$ cat src/hw/ifb_regs.vh
// register offsets, field positions and reset values of the interrupt
// flag and enable bank; included by the bank design file of the block
`ifndef IFB_REGS_VH
`define IFB_REGS_VH

// byte offsets on the 32-bit bus
`define IFB_OFF_MAIN     8'h00
`define IFB_OFF_EDGE     8'h04
`define IFB_OFF_EXT      8'h08
`define IFB_OFF_FLAG1    8'h0C
`define IFB_OFF_FLAG2    8'h10
`define IFB_OFF_FLAG3    8'h14
`define IFB_OFF_CFG      8'h18
`define IFB_OFF_STAT     8'h1C

// interrupt_main_control
`define IFB_MAIN_GIE     7
`define IFB_MAIN_PEIE    6
`define IFB_MAIN_T0IE    5
`define IFB_MAIN_X0IE    4
`define IFB_MAIN_PCIE    3
`define IFB_MAIN_T0IF    2
`define IFB_MAIN_X0IF    1
`define IFB_MAIN_PCIF    0

// interrupt_edge_pullup_control
`define IFB_EDGE_PUDIS   7
`define IFB_EDGE_X0EDG   6
`define IFB_EDGE_X1EDG   5
`define IFB_EDGE_X2EDG   4
`define IFB_EDGE_T0IP    2
`define IFB_EDGE_PCIP    0

// external_interrupt_control
`define IFB_EXT_X2IP     7
`define IFB_EXT_X1IP     6
`define IFB_EXT_X2IE     4
`define IFB_EXT_X1IE     3
`define IFB_EXT_X2IF     1
`define IFB_EXT_X1IF     0

// peripheral_request_flags_one
`define IFB_F1_PAR       7
`define IFB_F1_ADC       6
`define IFB_F1_RXF       5
`define IFB_F1_TXE       4
`define IFB_F1_SP1       3
`define IFB_F1_CC1       2
`define IFB_F1_T2M       1
`define IFB_F1_T1O       0

// peripheral_request_flags_two / three
`define IFB_F2_OSC       7
`define IFB_F2_CMP       6
`define IFB_F2_BC1       3
`define IFB_F2_CC2       0
`define IFB_F3_SP2       7
`define IFB_F3_BC2       6

// configuration and status
`define IFB_CFG_PRIORITY_SCHEME_ENABLE     7
`define IFB_STAT_MISM    2
`define IFB_STAT_LOW     1
`define IFB_STAT_HIGH    0

// reset values
`define IFB_RST_MAIN     8'h00
`define IFB_RST_EDGE     8'hF5
`define IFB_RST_EXT      8'hC0
`define IFB_RST_FLAG     8'h00

// implemented bits, for F1W the writable ones (its other bits are read-only levels); elsewhere the rest read zero and ignore writes
`define IFB_MASK_EDGE    8'hF5
`define IFB_MASK_EXT     8'hDB
`define IFB_MASK_F1W     8'hCF
`define IFB_MASK_F2      8'hC9
`define IFB_MASK_F3      8'hC0

`endif

$ cat src/hw/ifb_edge_detect.v
// one external interrupt pin edge detector with selectable polarity
// assumes the pin is already synchronous to clk_sys
`timescale 1ns/1ns
module ifb_edge_detect (
  input  wire clk_sys,     // system clock
  input  wire resetn,      // async reset, active low
  input  wire pin,         // external interrupt pin level
  input  wire rising_sel,  // 1 rising edge, 0 falling edge
  output reg  edge_evt     // one-cycle pulse on selected edge
);

  reg pin_prev;
  reg primed;

  // first cycle after reset only samples, so no false edge
  always @(posedge clk_sys or negedge resetn) begin
    if (!resetn) begin
      pin_prev <= 1'b0;
      primed   <= 1'b0;
      edge_evt <= 1'b0;
    end else begin
      pin_prev <= pin;
      primed   <= 1'b1;
      if (rising_sel)
        edge_evt <= primed & pin & ~pin_prev;
      else
        edge_evt <= primed & ~pin & pin_prev;
    end
  end

endmodule // ifb_edge_detect

$ cat src/hw/ifb_bank.v
// interrupt flag and enable bank with an APB register slave
// assumes event inputs are one-cycle pulses synchronous to clk_sys,
// level inputs are synchronous, and the core samples the requests.
// unmapped or unaligned accesses answer at once with pslverr set.
//
// Notes on behaviour
// Flags set on their event regardless of any enable or global bit.
// Global bit gates all; high-priority only when priority scheme on. Here it masks the low group as well when scheme on.
// Peripheral bit gates peripherals; low-priority group when scheme on.
// Timer-0, external-0 and port-change enables in main control.
// Timer-0 overflow flag sets on overflow, holds until software clear.
// External-0 flag sets on its edge, holds until software clear.
// Port-change flag sets when any upper port-B pin changes.
// Mismatch keeps setting flag; port-B read ends mismatch.
// Pull-up disable bit, one disables all pull-ups, resets to one.
// Edge select bits for external 0..2, one rising, reset one.
// Timer-0 and port-change priority bits, one high, reset one.
// External 2 and 1 priority bits, one high, reset one.
// External 2 and 1 enable bits, reset zero.
// External 2 and 1 flags set on edges, software cleared.
// Unimplemented bits read zero and ignore writes.
// Parallel port flag sets on access; absent on small variant.
// Conversion-done flag sets on completion, software cleared.
// Receive-full and transmit-empty flags are read-only levels.
// Sync serial port flags set on transfer completion.
// Capture/compare flags set on capture or match, not in PWM.
// Timer-2 match and timer-1 overflow flags, software cleared.
// Oscillator fail, comparator, bus collision flags, software cleared.
// Priority-enable bit selects single-level or two-level scheme.
// External interrupt 0 is always high priority.
// Write of zero clears a flag, but a same-cycle event wins.
`timescale 1ns/1ns
`include "ifb_regs.vh"
module ifb_bank #(
  parameter HAS_PARALLEL_PORT = 1  // 0 for the small-package variant
) (
  input  wire        clk_sys,              // system clock, 50 MHz
  input  wire        resetn,               // async reset, active low
  // APB slave
  input  wire        psel,                 // slave select
  input  wire        penable,              // access phase
  input  wire        pwrite,               // 1 write, 0 read
  input  wire [7:0]  paddr,                // byte address
  input  wire [31:0] pwdata,               // write data
  output reg  [31:0] prdata,               // read data
  output reg         pready,               // transfer done
  output reg         pslverr,              // unmapped address
  // core-side event sources
  input  wire        timer_zero_ovf_evt,   // timer-0 overflow pulse
  input  wire [2:0]  ext_irq_pins,         // external interrupt pins 0..2
  input  wire [7:4]  port_b_pins,          // upper port-B pin levels
  input  wire        port_b_read,          // software read of port B
  // peripheral event sources
  input  wire        parallel_port_evt,    // parallel port access pulse
  input  wire        adc_done_evt,         // conversion complete pulse
  input  wire        serial_rx_full,       // receive buffer full level
  input  wire        serial_tx_empty,      // transmit buffer empty level
  input  wire        sync_port_one_evt,    // serial port 1 done pulse
  input  wire        capcomp_one_evt,      // capture/match 1 pulse
  input  wire        capcomp_one_pwm,      // unit 1 in PWM mode
  input  wire        timer_two_match_evt,  // timer-2 period match pulse
  input  wire        timer_one_ovf_evt,    // timer-1 overflow pulse
  input  wire        osc_fail_evt,         // clock fail, changeover pulse
  input  wire        comparator_evt,       // comparator change pulse
  input  wire        bus_collision_one_evt,// serial port 1 collision
  input  wire        capcomp_two_evt,      // capture/match 2 pulse
  input  wire        capcomp_two_pwm,      // unit 2 in PWM mode
  input  wire        sync_port_two_evt,    // serial port 2 done pulse
  input  wire        bus_collision_two_evt,// serial port 2 collision
  input  wire        periph_pend_high,     // enabled high-prio periph flag
  input  wire        periph_pend_low,      // enabled low-prio periph flag
  // outputs to core and port
  output reg         irq_high_req,         // request to high vector
  output reg         irq_low_req,          // request to low vector
  output reg         port_pullup_disable   // all port-B pull-ups off
);

  reg  [7:0] main_ctl;
  reg  [7:0] edge_ctl;
  reg  [7:0] ext_ctl;
  reg  [7:0] flags_one;
  reg  [7:0] flags_two;
  reg  [7:0] flags_three;
  reg        priority_scheme_enable;
  reg  [7:4] port_latch;
  reg        port_primed;

  reg  [7:0] next_main;
  reg  [7:0] next_edge;
  reg  [7:0] next_ext;
  reg  [7:0] next_flags_one;
  reg  [7:0] next_flags_two;
  reg  [7:0] next_flags_three;
  reg  [31:0] next_rdata;
  reg        next_err;
  reg        next_high;
  reg        next_low;

  wire [2:0] ext_edge_evt;
  wire [2:0] edge_sel;
  wire       wr_access;
  wire       setup;
  wire       mismatch;
  wire       addr_ok;

  // edge select bits for external 0, 1, 2
  assign edge_sel = {edge_ctl[`IFB_EDGE_X2EDG], edge_ctl[`IFB_EDGE_X1EDG],
                     edge_ctl[`IFB_EDGE_X0EDG]};

  // edge select per pin
  genvar gi;
  generate
    for (gi = 0; gi < 3; gi = gi + 1) begin : g_ext
      ifb_edge_detect u_edge (
        .clk_sys    (clk_sys),
        .resetn     (resetn),
        .pin        (ext_irq_pins[gi]),
        .rising_sel (edge_sel[gi]),
        .edge_evt   (ext_edge_evt[gi])
      );
    end
  endgenerate

  assign setup     = psel & ~penable;
  assign wr_access = psel & penable & pready & pwrite;
  assign addr_ok   = (paddr[1:0] == 2'b00) && (paddr <= `IFB_OFF_STAT);

  // mismatch against the value latched at the last port-B read
  assign mismatch = port_primed & (port_b_pins != port_latch);

  // latch loads in the first cycle after reset, so the pin levels
  // present at reset never count as a change
  always @(posedge clk_sys or negedge resetn) begin
    if (!resetn) begin
      port_latch  <= 4'h0;
      port_primed <= 1'b0;
    end else begin
      port_primed <= 1'b1;
      // read ends mismatch
      if (port_b_read || !port_primed)
        port_latch <= port_b_pins;
    end
  end

  // flag and control next values; events applied after the write so a
  // same-cycle set overrides a software clear
  always @* begin
    next_main        = main_ctl;
    next_edge        = edge_ctl;
    next_ext         = ext_ctl;
    next_flags_one   = flags_one;
    next_flags_two   = flags_two;
    next_flags_three = flags_three;
    if (wr_access) begin
      case (paddr)
        // enables written directly
        `IFB_OFF_MAIN:  next_main = pwdata[7:0];
        // unimplemented bits dropped
        `IFB_OFF_EDGE:  next_edge = pwdata[7:0] & `IFB_MASK_EDGE;
        `IFB_OFF_EXT:   next_ext  = pwdata[7:0] & `IFB_MASK_EXT;
        `IFB_OFF_FLAG1: next_flags_one =
                          (pwdata[7:0] & `IFB_MASK_F1W) |
                          (flags_one & ~`IFB_MASK_F1W);
        `IFB_OFF_FLAG2: next_flags_two = pwdata[7:0] & `IFB_MASK_F2;
        `IFB_OFF_FLAG3: next_flags_three = pwdata[7:0] & `IFB_MASK_F3;
        // cfg has its own flop below; stat is read-only
        default: ;
      endcase
    end
    // events set flags whatever the enables, set wins
    // timer-0 overflow
    if (timer_zero_ovf_evt)
      next_main[`IFB_MAIN_T0IF] = 1'b1;
    // external 0 edge
    if (ext_edge_evt[0])
      next_main[`IFB_MAIN_X0IF] = 1'b1;
    // port change, held while mismatch stands
    if (mismatch)
      next_main[`IFB_MAIN_PCIF] = 1'b1;
    // external 1 and 2 edges
    if (ext_edge_evt[1])
      next_ext[`IFB_EXT_X1IF] = 1'b1;
    if (ext_edge_evt[2])
      next_ext[`IFB_EXT_X2IF] = 1'b1;
    // parallel port access
    if (HAS_PARALLEL_PORT == 0)
      next_flags_one[`IFB_F1_PAR] = 1'b0;
    else if (parallel_port_evt)
      next_flags_one[`IFB_F1_PAR] = 1'b1;
    // conversion done
    if (adc_done_evt)
      next_flags_one[`IFB_F1_ADC] = 1'b1;
    // read-only buffer levels
    next_flags_one[`IFB_F1_RXF] = serial_rx_full;
    next_flags_one[`IFB_F1_TXE] = serial_tx_empty;
    // serial transfer done
    if (sync_port_one_evt)
      next_flags_one[`IFB_F1_SP1] = 1'b1;
    if (sync_port_two_evt)
      next_flags_three[`IFB_F3_SP2] = 1'b1;
    // capture or match, ignored in PWM mode
    if (capcomp_one_evt && !capcomp_one_pwm)
      next_flags_one[`IFB_F1_CC1] = 1'b1;
    if (capcomp_two_evt && !capcomp_two_pwm)
      next_flags_two[`IFB_F2_CC2] = 1'b1;
    // timer match and overflow
    if (timer_two_match_evt)
      next_flags_one[`IFB_F1_T2M] = 1'b1;
    if (timer_one_ovf_evt)
      next_flags_one[`IFB_F1_T1O] = 1'b1;
    // clock fail, comparator, collisions
    if (osc_fail_evt)
      next_flags_two[`IFB_F2_OSC] = 1'b1;
    if (comparator_evt)
      next_flags_two[`IFB_F2_CMP] = 1'b1;
    if (bus_collision_one_evt)
      next_flags_two[`IFB_F2_BC1] = 1'b1;
    if (bus_collision_two_evt)
      next_flags_three[`IFB_F3_BC2] = 1'b1;
  end

  always @(posedge clk_sys or negedge resetn) begin
    if (!resetn) begin
      main_ctl               <= `IFB_RST_MAIN;
      edge_ctl               <= `IFB_RST_EDGE;
      ext_ctl                <= `IFB_RST_EXT;
      flags_one              <= `IFB_RST_FLAG;
      flags_two              <= `IFB_RST_FLAG;
      flags_three            <= `IFB_RST_FLAG;
      priority_scheme_enable <= 1'b0;
    end else begin
      main_ctl    <= next_main;
      edge_ctl    <= next_edge;
      ext_ctl     <= next_ext;
      flags_one   <= next_flags_one;
      flags_two   <= next_flags_two;
      flags_three <= next_flags_three;
      // scheme select
      if (wr_access && paddr == `IFB_OFF_CFG)
        priority_scheme_enable <= pwdata[`IFB_CFG_PRIORITY_SCHEME_ENABLE];
    end
  end

  // request decode; core sources pending when flag and enable both set
  // peripheral enables and priorities live outside; they arrive as
  // the two periph_pend levels
  reg t0_pend;
  reg x0_pend;
  reg pc_pend;
  reg x1_pend;
  reg x2_pend;
  reg core_high;
  reg core_low;

  always @* begin
    t0_pend = main_ctl[`IFB_MAIN_T0IF] & main_ctl[`IFB_MAIN_T0IE];
    x0_pend = main_ctl[`IFB_MAIN_X0IF] & main_ctl[`IFB_MAIN_X0IE];
    pc_pend = main_ctl[`IFB_MAIN_PCIF] & main_ctl[`IFB_MAIN_PCIE];
    // external 1 and 2 enables
    x1_pend = ext_ctl[`IFB_EXT_X1IF] & ext_ctl[`IFB_EXT_X1IE];
    x2_pend = ext_ctl[`IFB_EXT_X2IF] & ext_ctl[`IFB_EXT_X2IE];
    // external 0 always high
    // priority bits route sources
    core_high = x0_pend
              | (t0_pend & edge_ctl[`IFB_EDGE_T0IP])
              | (pc_pend & edge_ctl[`IFB_EDGE_PCIP])
              | (x1_pend & ext_ctl[`IFB_EXT_X1IP])
              | (x2_pend & ext_ctl[`IFB_EXT_X2IP]);
    core_low  = (t0_pend & ~edge_ctl[`IFB_EDGE_T0IP])
              | (pc_pend & ~edge_ctl[`IFB_EDGE_PCIP])
              | (x1_pend & ~ext_ctl[`IFB_EXT_X1IP])
              | (x2_pend & ~ext_ctl[`IFB_EXT_X2IP]);
    // scheme select
    if (!priority_scheme_enable) begin
      // single level: global over all, peripheral over group
      // priority bits have no effect in this scheme
      next_high = main_ctl[`IFB_MAIN_GIE] &
                  (core_high | core_low |
                   (main_ctl[`IFB_MAIN_PEIE] &
                    (periph_pend_high | periph_pend_low)));
      next_low  = 1'b0;
    end else begin
      // two level: high bit gates all, low bit its group
      next_high = main_ctl[`IFB_MAIN_GIE] &
                  (core_high | periph_pend_high);
      // a clear global bit masks the low group as well
      next_low  = main_ctl[`IFB_MAIN_GIE] & main_ctl[`IFB_MAIN_PEIE] &
                  (core_low | periph_pend_low);
    end
  end

  // read mux sampled in the setup cycle
  // a flag set during the access cycle shows on the next read
  always @* begin
    next_rdata = 32'h0000_0000;
    next_err   = ~addr_ok;
    case (paddr)
      `IFB_OFF_MAIN:  next_rdata[7:0] = main_ctl;
      // reserved bits read zero
      `IFB_OFF_EDGE:  next_rdata[7:0] = edge_ctl & `IFB_MASK_EDGE;
      `IFB_OFF_EXT:   next_rdata[7:0] = ext_ctl & `IFB_MASK_EXT;
      `IFB_OFF_FLAG1: next_rdata[7:0] = flags_one;
      `IFB_OFF_FLAG2: next_rdata[7:0] = flags_two & `IFB_MASK_F2;
      `IFB_OFF_FLAG3: next_rdata[7:0] = flags_three & `IFB_MASK_F3;
      `IFB_OFF_CFG:   next_rdata[`IFB_CFG_PRIORITY_SCHEME_ENABLE] = priority_scheme_enable;
      // stat shows the registered requests, one cycle behind flags
      `IFB_OFF_STAT: begin
        next_rdata[`IFB_STAT_MISM] = mismatch;
        next_rdata[`IFB_STAT_LOW]  = irq_low_req;
        next_rdata[`IFB_STAT_HIGH] = irq_high_req;
      end
      default: next_rdata = 32'h0000_0000;
    endcase
  end

  // no wait state, yet every bus output comes from a flop loaded in setup
  // refused accesses answer just as fast, so the bus never stalls
  always @(posedge clk_sys or negedge resetn) begin
    if (!resetn) begin
      prdata              <= 32'h0000_0000;
      pready              <= 1'b0;
      pslverr             <= 1'b0;
      irq_high_req        <= 1'b0;
      irq_low_req         <= 1'b0;
      port_pullup_disable <= 1'b1;
    end else begin
      pready <= setup;
      if (setup) begin
        prdata  <= pwrite ? 32'h0000_0000 : next_rdata;
        pslverr <= next_err;
      end else begin
        pslverr <= 1'b0;
      end
      // requests registered so the core sees glitch-free levels
      irq_high_req <= next_high;
      irq_low_req  <= next_low;
      // pull-up disable follows its bit
      port_pullup_disable <= edge_ctl[`IFB_EDGE_PUDIS];
    end
  end

endmodule // ifb_bank

$ cat config.mk
export PLATFORM = sky130hd
export DESIGN_NAME = ifb_bank
export DESIGN_NICKNAME = d
export VERILOG_FILES = /design/src/hw/ifb_edge_detect.v /design/src/hw/ifb_bank.v
export VERILOG_INCLUDE_DIRS = /design/src /design/src/hw
export SDC_FILE = /design/constraint.sdc
export NUM_CORES = 1
export LEC_CHECK = 0
export BUFFER_PORTS_ARGS = -buffer_cell sky130_fd_sc_hd__buf_4
export CORE_ASPECT_RATIO = 0.6
export CORE_MARGIN = 5
export CORE_UTILIZATION = 54
export CTS_BUF_LIST = sky130_fd_sc_hd__clkbuf_16
export CTS_CLUSTER_DIAMETER = 30
export DETAILED_ROUTE_END_ITERATION = 16
export HOLD_SLACK_MARGIN = 0.06
export PLACE_DENSITY = 0.86
export RECOVER_POWER = 100
export SLEW_MARGIN = 30
export SYNTH_ARGS = -nofsm -noshare
export SYNTH_HDL_FRONTEND = slang
export SYNTH_SLANG_ARGS = --single-unit
export TNS_END_PERCENT = 1
$ cat constraint.sdc
create_clock -name clk_sys -period 2.95 [get_ports clk_sys]
set_input_delay 0.59 -clock clk_sys [delete_from_list [all_inputs] [get_ports clk_sys]]
set_output_delay 0.59 -clock clk_sys [all_outputs]
set_load 0.01 [all_outputs]
Word level (Yosys, flattened, before mapping)
Cells that the tools add are included.
- register bits after elaboration: 83
- input bits: 72
- logic and storage cells: 206
- order comparisons: 1
- eq/ne operators: 8
- muxes and demuxes: 37
- bitwise gates (word level): 60
- reductions and logical operators: 64
- operators by type and width (operator ; number):
    2-bit nonzero test ; 34
    8-bit two-way mux ; 7
    2-bit AND reduction ; 20
    1-bit bitwise AND ; 35
    8-bit by 5-bit equality test with 1-bit output (second input constant) ; 4
    4-bit case mux with 6 select lines ; 1
    1-bit two-way mux ; 23
    3-bit case mux with 6 select lines ; 1
    8-bit by 4-bit equality test with 1-bit output (second input constant) ; 2
    1-bit inverter ; 12
    1-bit bitwise OR ; 12
    8-bit by 3-bit equality test with 1-bit output (second input constant) ; 1
    8-bit by 5-bit <= comparator with 1-bit output (second input constant) ; 1
    8-bit logical NOT ; 1
    8-bit by 6-bit bitwise OR with 8-bit output ; 1
    1-bit case mux with 7 select lines ; 1
    3-bit two-way mux ; 2
    1-bit logical AND ; 4
    2-bit two-way mux ; 2
    4-bit inequality test ; 1
    1-bit logical NOT ; 3
    2-bit logical NOT ; 1
    1-bit logical OR ; 1

Longest topological paths before layout
Gate-level depths: netlist of the first run.
- depth after elaboration: 10
- depth in mapped cells: 7
- gate-level depth less buffers: 4

Cells and area by module
Synthesis of the first run repeated with hierarchy kept, for this count alone.
- cells, all modules: 284
- area total of the unflattened synthesis: 3203.1 sq um
- modules (own cells, without submodules) (module ; instances ; cells an instance ; area an instance (sq um)):
    ifb_bank ; 1 ; 263 ; 2895.3
    ifb_edge_detect ; 3 ; 7 ; 102.6

Worst setup path after synthesis of the first run
No wires, ideal clock.
- path kind: input to register
- from: in paddr[2]
- to: reg ext_ctl[0]
- setup time: 124 ps
- data arrival time: 1984 ps
- data required time: 2826 ps
- path slack: 842 ps
- stages on the path: 5
- path buffers: 2
- cell sequence: buf_2 or3_1 or4_4 buf_2 a211o_1
- longest elaborated chain between the ends: 3
- ends and longest elaborated chain (item ; RTL line ; source):
    from (decl) ; ifb_bank.v:43 ; input wire [7:0] paddr,
    8-bit by 4-bit equality test with 1-bit output ; ifb_bank.v:155 ; case (paddr)
    2-bit nonzero test (no source line) ; n/a ;
    2-bit AND reduction (no source line) ; n/a ;
    to (signal assigned) ; ifb_bank.v:226 ; ext_ctl <= `IFB_RST_EXT;
    to (signal assigned) ; ifb_bank.v:234 ; ext_ctl <= next_ext;
    to (decl) ; ifb_bank.v:80 ; reg [7:0] ext_ctl;
Every way passes these cells.
A chain may end at the register's enable or synchronous reset.

Final worst setup path of the first run
- from: in paddr[5]
- to: reg flags_one[6]
- longest elaborated chain between the ends: 3
- ends and longest elaborated chain (item ; RTL line ; source):
    8-bit by 4-bit equality test with 1-bit output ; ifb_bank.v:155 ;
    2-bit nonzero test (no source line) ; n/a ;
    2-bit AND reduction (no source line) ; n/a ;
    to (signal assigned) ; ifb_bank.v:227 ; flags_one <= `IFB_RST_FLAG;
    to (signal assigned) ; ifb_bank.v:235 ; flags_one <= next_flags_one;
    to (decl) ; ifb_bank.v:81 ; reg [7:0] flags_one;
Every way passes these cells.

==> flow_metrics.env, run 1 <==
export IMPL_period_share=0.776
export IMPL_synth_top_cell_area_share=0.413
export IMPL_irDropWorstVdd_v=0.000351
export IMPL_port_buffer_count=60
export IMPL_synth_top_family_by_area="simple AND/OR/NAND/NOR gates"
export IMPL_n_antenna_cell=0
export IMPL_cts_sinks=59
export IMPL_p_sw_frac=0.223
export IMPL_muxShareOfSynthArea=0.104
export IMPL_hold_depth=0
export IMPL_finalHoldViolations=0
export IMPL_wl_met1_mm=3.55
export IMPL_finalSetupTns_ps=0
export IMPL_postCtsSetupRepairBufs=0
export IMPL_via_count=2412
export IMPL_power_combinational_fraction=0.080
export IMPL_hold_path_class="flip-flop to flip-flop"
export IMPL_power_density_nw_per_um2=572
export IMPL_grt_pass1_vias=2298
export IMPL_hp_start="edge_ctl[7]$_DFFE_PN1P_"
export IMPL_pwr_share_seq=0.400
export IMPL_synth_xor_area_frac=0.0145
export IMPL_syn_area_um2=3030
export IMPL_overflow=0
export IMPL_synth_top_area_cell="dfrtp_1"
export IMPL_cts_resized_gates=0
export IMPL_crit_type="input pin to flip-flop"
export IMPL_min_to="port_pullup_disable$_DFF_PN1_"
export IMPL_place_area_um2=3460
export IMPL_cts_tree="yes"
export IMPL_clockPowerShare=0.520
export IMPL_area_delta_synth_final_pct=20.4
export IMPL_fp_dieW_um=107
export IMPL_vias_per_cell=5.64
export IMPL_synthAdderAreaFrac=0
export IMPL_firstDrtPassIters=5
export IMPL_ys_seq_elements=59
export IMPL_worstSetupEndpointType="flip-flop"
export IMPL_routabilityCongestion=0.864
export IMPL_synth_avg_cell_area_um2=10.4
export IMPL_drive_above_1_share=0.201
export IMPL_clkLatencyLatePin_ps=330
export IMPL_leakagePower_nw=1.60
export IMPL_wl_per_cell_um=17.9
export IMPL_design_area_um2=3650
export IMPL_drv_cap=0
export IMPL_ys_seq_area_frac=0.491
export IMPL_regToRegSetupSlack_ps=1010
export IMPL_seqCellArea_um2=1490
export IMPL_synth_compound_area_share=0.135
export IMPL_start_kind="input pin"
export IMPL_met3WireLength_um=621
export IMPL_multi_input_area_um2=1320
export IMPL_synth_area_leaders="dfrtp_1 41%, dfstp_2 7.8%, buf_4 5.9%"
export IMPL_nFillCells=462
export IMPL_instances_no_fill=428
export IMPL_slew_violations=0
export IMPL_timing_fmax_mhz=437
export IMPL_setup_viol=0
export IMPL_final_net_count=426
export IMPL_antenna_found_initial=0
export IMPL_final_util=0.661
export IMPL_track_usage=0.223
export IMPL_reg2reg_from="pready$_DFF_PN0_"
export IMPL_syn_inst=292
export IMPL_dp_hpwl_mm=5.57
export IMPL_critical_path_required_ps=3160
export IMPL_placed_cells=412
export IMPL_cp_startpoint="paddr[5]"
export IMPL_highest_layer="met4"
export IMPL_routed_wl_mm=7.65
export IMPL_cts_buffer_depth=2
export IMPL_yosysWarnings=0
export IMPL_p_int_w=0.00162
export IMPL_die_h_um=68.0
export IMPL_p_switching_w=0.000464
export IMPL_arrival_ps=2500
export IMPL_synthArstFlopShare=1.00
export IMPL_synth_edff_count=0
export IMPL_timing_slew_headroom=0.0290
export IMPL_status="finished, final reports clean"
export IMPL_fin_skew_ps=5.99
export IMPL_clkSlewWorstSetupHoldPaths_ps=50
export IMPL_finalCriticalPeriod_ps=2290
export IMPL_drtAntennaViolNets=0
export IMPL_reg2reg_to="flags_one[6]$_DFFE_PN0P_"
export IMPL_worst_pin_slew_ps=1460
export IMPL_synthSimpleGateAreaFrac=0.162
export IMPL_routed_wl_met2_mm=3.38
export IMPL_ys_flop_type="dfrtp_1"
export IMPL_std_cell_rows=21
export IMPL_core_um2=5520
export IMPL_drc=0
export IMPL_first_iter_violations=236
export IMPL_io_pins=109
export IMPL_cp_max_fo=8
export IMPL_rr_worst_depth=5
export IMPL_die_area_um2=7260
export IMPL_synth_cell_types=49
export IMPL_cts_hold_buf=0
export IMPL_numCtsBuffers=9
export IMPL_grt_max_degree=60
export IMPL_cts_max_level=3
export IMPL_initial_utilization=0.549
export IMPL_rsz0062_at_grt="false"
export IMPL_clockRootBuffer="clkbuf_16"
export IMPL_grt_pass1_wl_mm=12.1
[metal layers]
metal | vias up | GRT usage
met5 | - | 0
met4 | 0 | 0.0766
met3 | 12 | 0.0697
met2 | 110 | 0.320
met1 | 1180 | 0.322
li1 | 1110 | -
[final cells by class]
class                   count  share of cell area
clock inverters             7              0.0230
flip-flops and latches     59               0.408
multi-input cells         209               0.363
inverters                  11              0.0113
well taps                  69              0.0237
repair buffers             64               0.109
clock buffers               9              0.0618
[state kept, by name, indices dropped and copies added (netlist names)]
register,count
flags_three,2
edge_ctl,6
priority_scheme_enable,1
pready,1
port_primed,1
pslverr,1
flags_one,8
irq_high_req,1
main_ctl,8
flags_two,4
g_ext.u_edge.pin_prev,3
prdata,8
ext_ctl,6
g_ext.u_edge.edge_evt,3
irq_low_req,1
port_latch,4
port_pullup_disable,1
[synth_stat cells, types with 7 or more instances]
library cell	count
dfrtp_1	50
nand2_1	30
buf_4	24
nor2_1	18
o21ai_0	18
a211o_1	14
inv_1	11
dfstp_2	9
mux2i_1	9
mux2_2	7
[cell usage in the layout (no fill, tap or decap), types with 4 or more instances in the layout]
cell type  count
a211o_1       14
a31oi_1        5
buf_4         39
clkbuf_1      21
clkbuf_16      9
conb_1        25
dfrtp_1       50
dfstp_2        6
inv_1         12
mux2_1         7
mux2_2         7
mux2i_1        9
nand2_1       30
nand2b_1       6
nand3_1        5
nand4_1        6
nor2_1        18
nor2b_1        6
o21ai_0       20
xnor2_1        4
[cell families (layout without fill, tap and decap cells)]
family	Yosys count	count (layout)
flops	59	59
other cells	2	25
mux	25	25
compound gates	59	59
simple gates	95	95
buf+inv	47	91
xor+xnor	5	5
[critical path, cell delays in order]
cell and delay (ps):
clkbuf_4 110, or3_1 460, nor4b_1 550, clkbuf_1 420, nor2b_1 90, a211o_1 270
[how the worst max path moves through the flow]
stage	end	slack, ps	cells past startpoint
after global routing	flags_one[0]$_DFFE_PN0P_	580	6
after detailed placement	edge_ctl[4]$_DFFE_PN1P_	660	6
after global placement	edge_ctl[2]$_DFFE_PN1P_	710	6
after floorplan	ext_ctl[0]$_DFFE_PN0P_	840	5
final	flags_one[6]$_DFFE_PN0P_	660	6
after CTS	edge_ctl[7]$_DFFE_PN1P_	1010	6
[through the flow]
| step | power [W] | hold slack (ps) | setup WS (ps) |
|---|---|---|---|
| after floorplan | 0.000947 | 294 | 842 |
| after global placement | 0.00101 | 366 | 706 |
| after detailed placement | 0.00102 | 376 | 664 |
| after CTS | 0.00210 | 354 | 1010 |
| after global routing | 0.00216 | 391 | 576 |
| final | 0.00208 | 396 | 660 |
[power by group through the flow]
stage,clock (W),combinational [W],sequential [W]
2_1_floorplan,0,0.000102,0.000845
3_3_place_gp,0,0.000166,0.000846
3_5_place_dp,0,0.000171,0.000847
4_1_cts,0.00110,0.000173,0.000834
5_1_grt,0.00114,0.000186,0.000835
6_report,0.00108,0.000167,0.000834
No activity file was read; power rests on OpenSTA's default activity.
==> inputs of run 2 (changes only) <==
--- a/config.mk
+++ b/config.mk
@@ -9,12 +9,12 @@
 export BUFFER_PORTS_ARGS = -buffer_cell sky130_fd_sc_hd__buf_4
 export CORE_ASPECT_RATIO = 0.6
 export CORE_MARGIN = 5
-export CORE_UTILIZATION = 54
+export CORE_UTILIZATION = 45
 export CTS_BUF_LIST = sky130_fd_sc_hd__clkbuf_16
 export CTS_CLUSTER_DIAMETER = 30
 export DETAILED_ROUTE_END_ITERATION = 16
 export HOLD_SLACK_MARGIN = 0.06
-export PLACE_DENSITY = 0.86
+export PLACE_DENSITY = 0.76
 export RECOVER_POWER = 100
 export SLEW_MARGIN = 30
 export SYNTH_ARGS = -nofsm -noshare
==> constraint.sdc (replaced) <==
create_clock -name clk_sys -period 1.9 [get_ports clk_sys]
set_input_delay 0.38 -clock clk_sys [delete_from_list [all_inputs] [get_ports clk_sys]]
set_output_delay 0.38 -clock clk_sys [all_outputs]
set_load 0.01 [all_outputs]
==> run 2 against run 1 <==
Cell count increased by 7.2%. Power is 48% higher. Routed wire length grew 0.85%. Non-clock buffer count grew 13. Critical path type unchanged. Critical endpoint is now ext_ctl[0]$_DFFE_PN0P_.
==> flow_metrics.env, run 2 (same netlist as run 1, synthesis figures left out) <==
export IMPL_slowest_stage="or4_4"
export IMPL_critical_path_required_ps=2170
export IMPL_cts_hold_buf=0
export IMPL_postLayoutSetupSlackWorst_ps=132
export IMPL_arrival_ps=2040
export IMPL_cts_tree="yes"
export IMPL_cts_max_level=3
export IMPL_power_density_nw_per_um2=826
export IMPL_finalSetupTns_ps=0
export IMPL_grt_pass1_wl_mm=12.3
export IMPL_timing_fmax_mhz=566
export IMPL_timing_slew_headroom=0.0339
export IMPL_numCtsBuffers=9
export IMPL_hold_path_class="input pin to flip-flop"
export IMPL_firstDrtPassIters=5
export IMPL_cts_sinks=59
export IMPL_placed_cells=443
export IMPL_initial_utilization=0.458
export IMPL_nFillCells=624
export IMPL_hp_start="serial_tx_empty"
export IMPL_period_share=0.930
export IMPL_die_area_um2=8530
export IMPL_worst_pin_slew_ps=1450
export IMPL_cp_max_fo=7
export IMPL_first_iter_violations=176
export IMPL_instances_no_fill=459
export IMPL_fin_skew_ps=5.47
export IMPL_core_um2=6620
export IMPL_n_antenna_cell=0
export IMPL_area_delta_synth_final_pct=23.2
export IMPL_min_to="flags_one[4]$_DFF_PN0_"
export IMPL_rr_worst_depth=5
export IMPL_final_common_cell="dfrtp_1"
export IMPL_port_buffer_count=60
export IMPL_final_net_count=439
export IMPL_irDropWorstVdd_v=0.000830
export IMPL_cts_resized_gates=0
export IMPL_cp_cell_sequence="clkbuf_4 -> or3_1 -> or4_4 -> clkbuf_1 -> nor2_1 -> a211o_1"
export IMPL_clkSlewWorstSetupHoldPaths_ps=50
export IMPL_die_h_um=73.6
export IMPL_leakagePower_nw=1.66
export IMPL_setup_viol=0
export IMPL_status="finished, final reports clean"
export IMPL_clockRootBuffer="clkbuf_16"
export IMPL_fp_dieW_um=116
export IMPL_clkLatencyLatePin_ps=330
export IMPL_layout_common_cells="50 x dfrtp_1, 43 x buf_4, 30 x nand2_1, 25 x conb_1, 23 x clkbuf_1"
export IMPL_finalHoldViolations=0
export IMPL_grt_max_degree=60
export IMPL_place_area_um2=3580
export IMPL_via_count=2424
export IMPL_drv_cap=0
export IMPL_rsz0062_at_grt="false"
export IMPL_drtAntennaViolNets=0
export IMPL_wl_per_cell_um=16.8
export IMPL_hold_worst_slack_ps=186
export IMPL_crit_type="input pin to flip-flop"
export IMPL_drc=0
export IMPL_design_area_um2=3730
export IMPL_overflow=0
export IMPL_slowest_delay_ps=620
export IMPL_worstSetupEndpointType="flip-flop"
export IMPL_regToRegSetupSlack_ps=170
export IMPL_dp_slack_ps=-107
export IMPL_io_pins=109
export IMPL_top_regs="flags_one (8), main_ctl (8), prdata (8)"
export IMPL_std_cell_rows=23
export IMPL_track_usage=0.195
export IMPL_grt_pass1_vias=2356
export IMPL_cts_buffer_depth=2
export IMPL_antenna_found_initial=0
export IMPL_slew_violations=0
export IMPL_drive_above_1_share=0.228
export IMPL_routabilityCongestion=0.926
export IMPL_routed_wl_mm=7.71
export IMPL_postCtsSetupRepairBufs=0
export IMPL_vias_per_cell=5.28
export IMPL_finalCriticalPeriod_ps=1770
export IMPL_dp_hpwl_mm=5.88
export IMPL_reg2reg_to="ext_ctl[0]$_DFFE_PN0P_"
export IMPL_reg2reg_from="pready$_DFF_PN0_"
export IMPL_start_kind="input pin"
export IMPL_hold_depth=1
## run 2: changes by cell type in the layout (fill, tap and decap cells not counted), moves of 2 or more
| cell | delta |
|---|---|
| clkbuf_2 | +6 |
| buf_4 | +4 |
| clkbuf_1 | +2 |
| inv_1 | +2 |
| mux2_1 | -2 |
| mux2_4 | +2 |
## run 2: critical path, delay by kind of cell
kind	cells	cell delay (ps)
compound gates	1	120
buf+inv	2	310
simple gates	3	1220
## run 2: cell type report
cell class              instances  area, um2  area share
clock buffers                   9        225      0.0604
clock inverters                 7       53.8      0.0144
repair buffers                 77        474       0.127
multi-input cells             209       1340       0.359
inverters                      11       41.3      0.0111
flip-flops and latches         59       1490       0.399
well taps                      87        109      0.0292
## run 2: per-stage QoR
stage | power (W) | utilization
floorplan | 0.00147 | -
global placement | 0.00159 | 0.540
detailed placement | 0.00159 | 0.540
CTS | 0.00312 | 0.582
global route | 0.00320 | 0.564
finish | 0.00308 | 0.564
## run 2: power by group
| part | internal [W] | total [W] | switching [W] | leakage, nW |
|---|---|---|---|---|
| Combinational | 0.000113 | 0.000265 | 0.000152 | 0.832 |
| Clock | 0.000985 | 0.00152 | 0.000536 | 0.148 |
| Sequential | 0.00128 | 0.00130 | 0.0000140 | 0.676 |
| Total | 0.00238 | 0.00308 | 0.000702 | 1.66 |
## run 2: worst max-delay path by stage
| stage | start | endpoint | slack (ps) | cells after the start |
|---|---|---|---|---|
| after floorplan | paddr[2] | ext_ctl[0]$_DFFE_PN0P_ | 2 | 5 |
| after global placement | paddr[5] | ext_ctl[4]$_DFFE_PN0P_ | -50 | 4 |
| after detailed placement | paddr[5] | ext_ctl[0]$_DFFE_PN0P_ | -110 | 6 |
| after CTS | pready$_DFF_PN0_ | edge_ctl[4]$_DFFE_PN1P_ | 230 | 5 |
| after global routing | pready$_DFF_PN0_ | edge_ctl[5]$_DFFE_PN1P_ | 70 | 5 |
| final | paddr[5] | ext_ctl[0]$_DFFE_PN0P_ | 130 | 6 |
## run 2: per-layer routing
metal  share of wire  GRT usage  up-vias  wire (um)
met5               0          0        -          0
met4           0.014     0.0785        0        105
met3           0.079     0.0551       10        608
met2            0.41      0.257       98       3180
met1            0.49      0.298     1176       3820
li1                -          -     1140          -
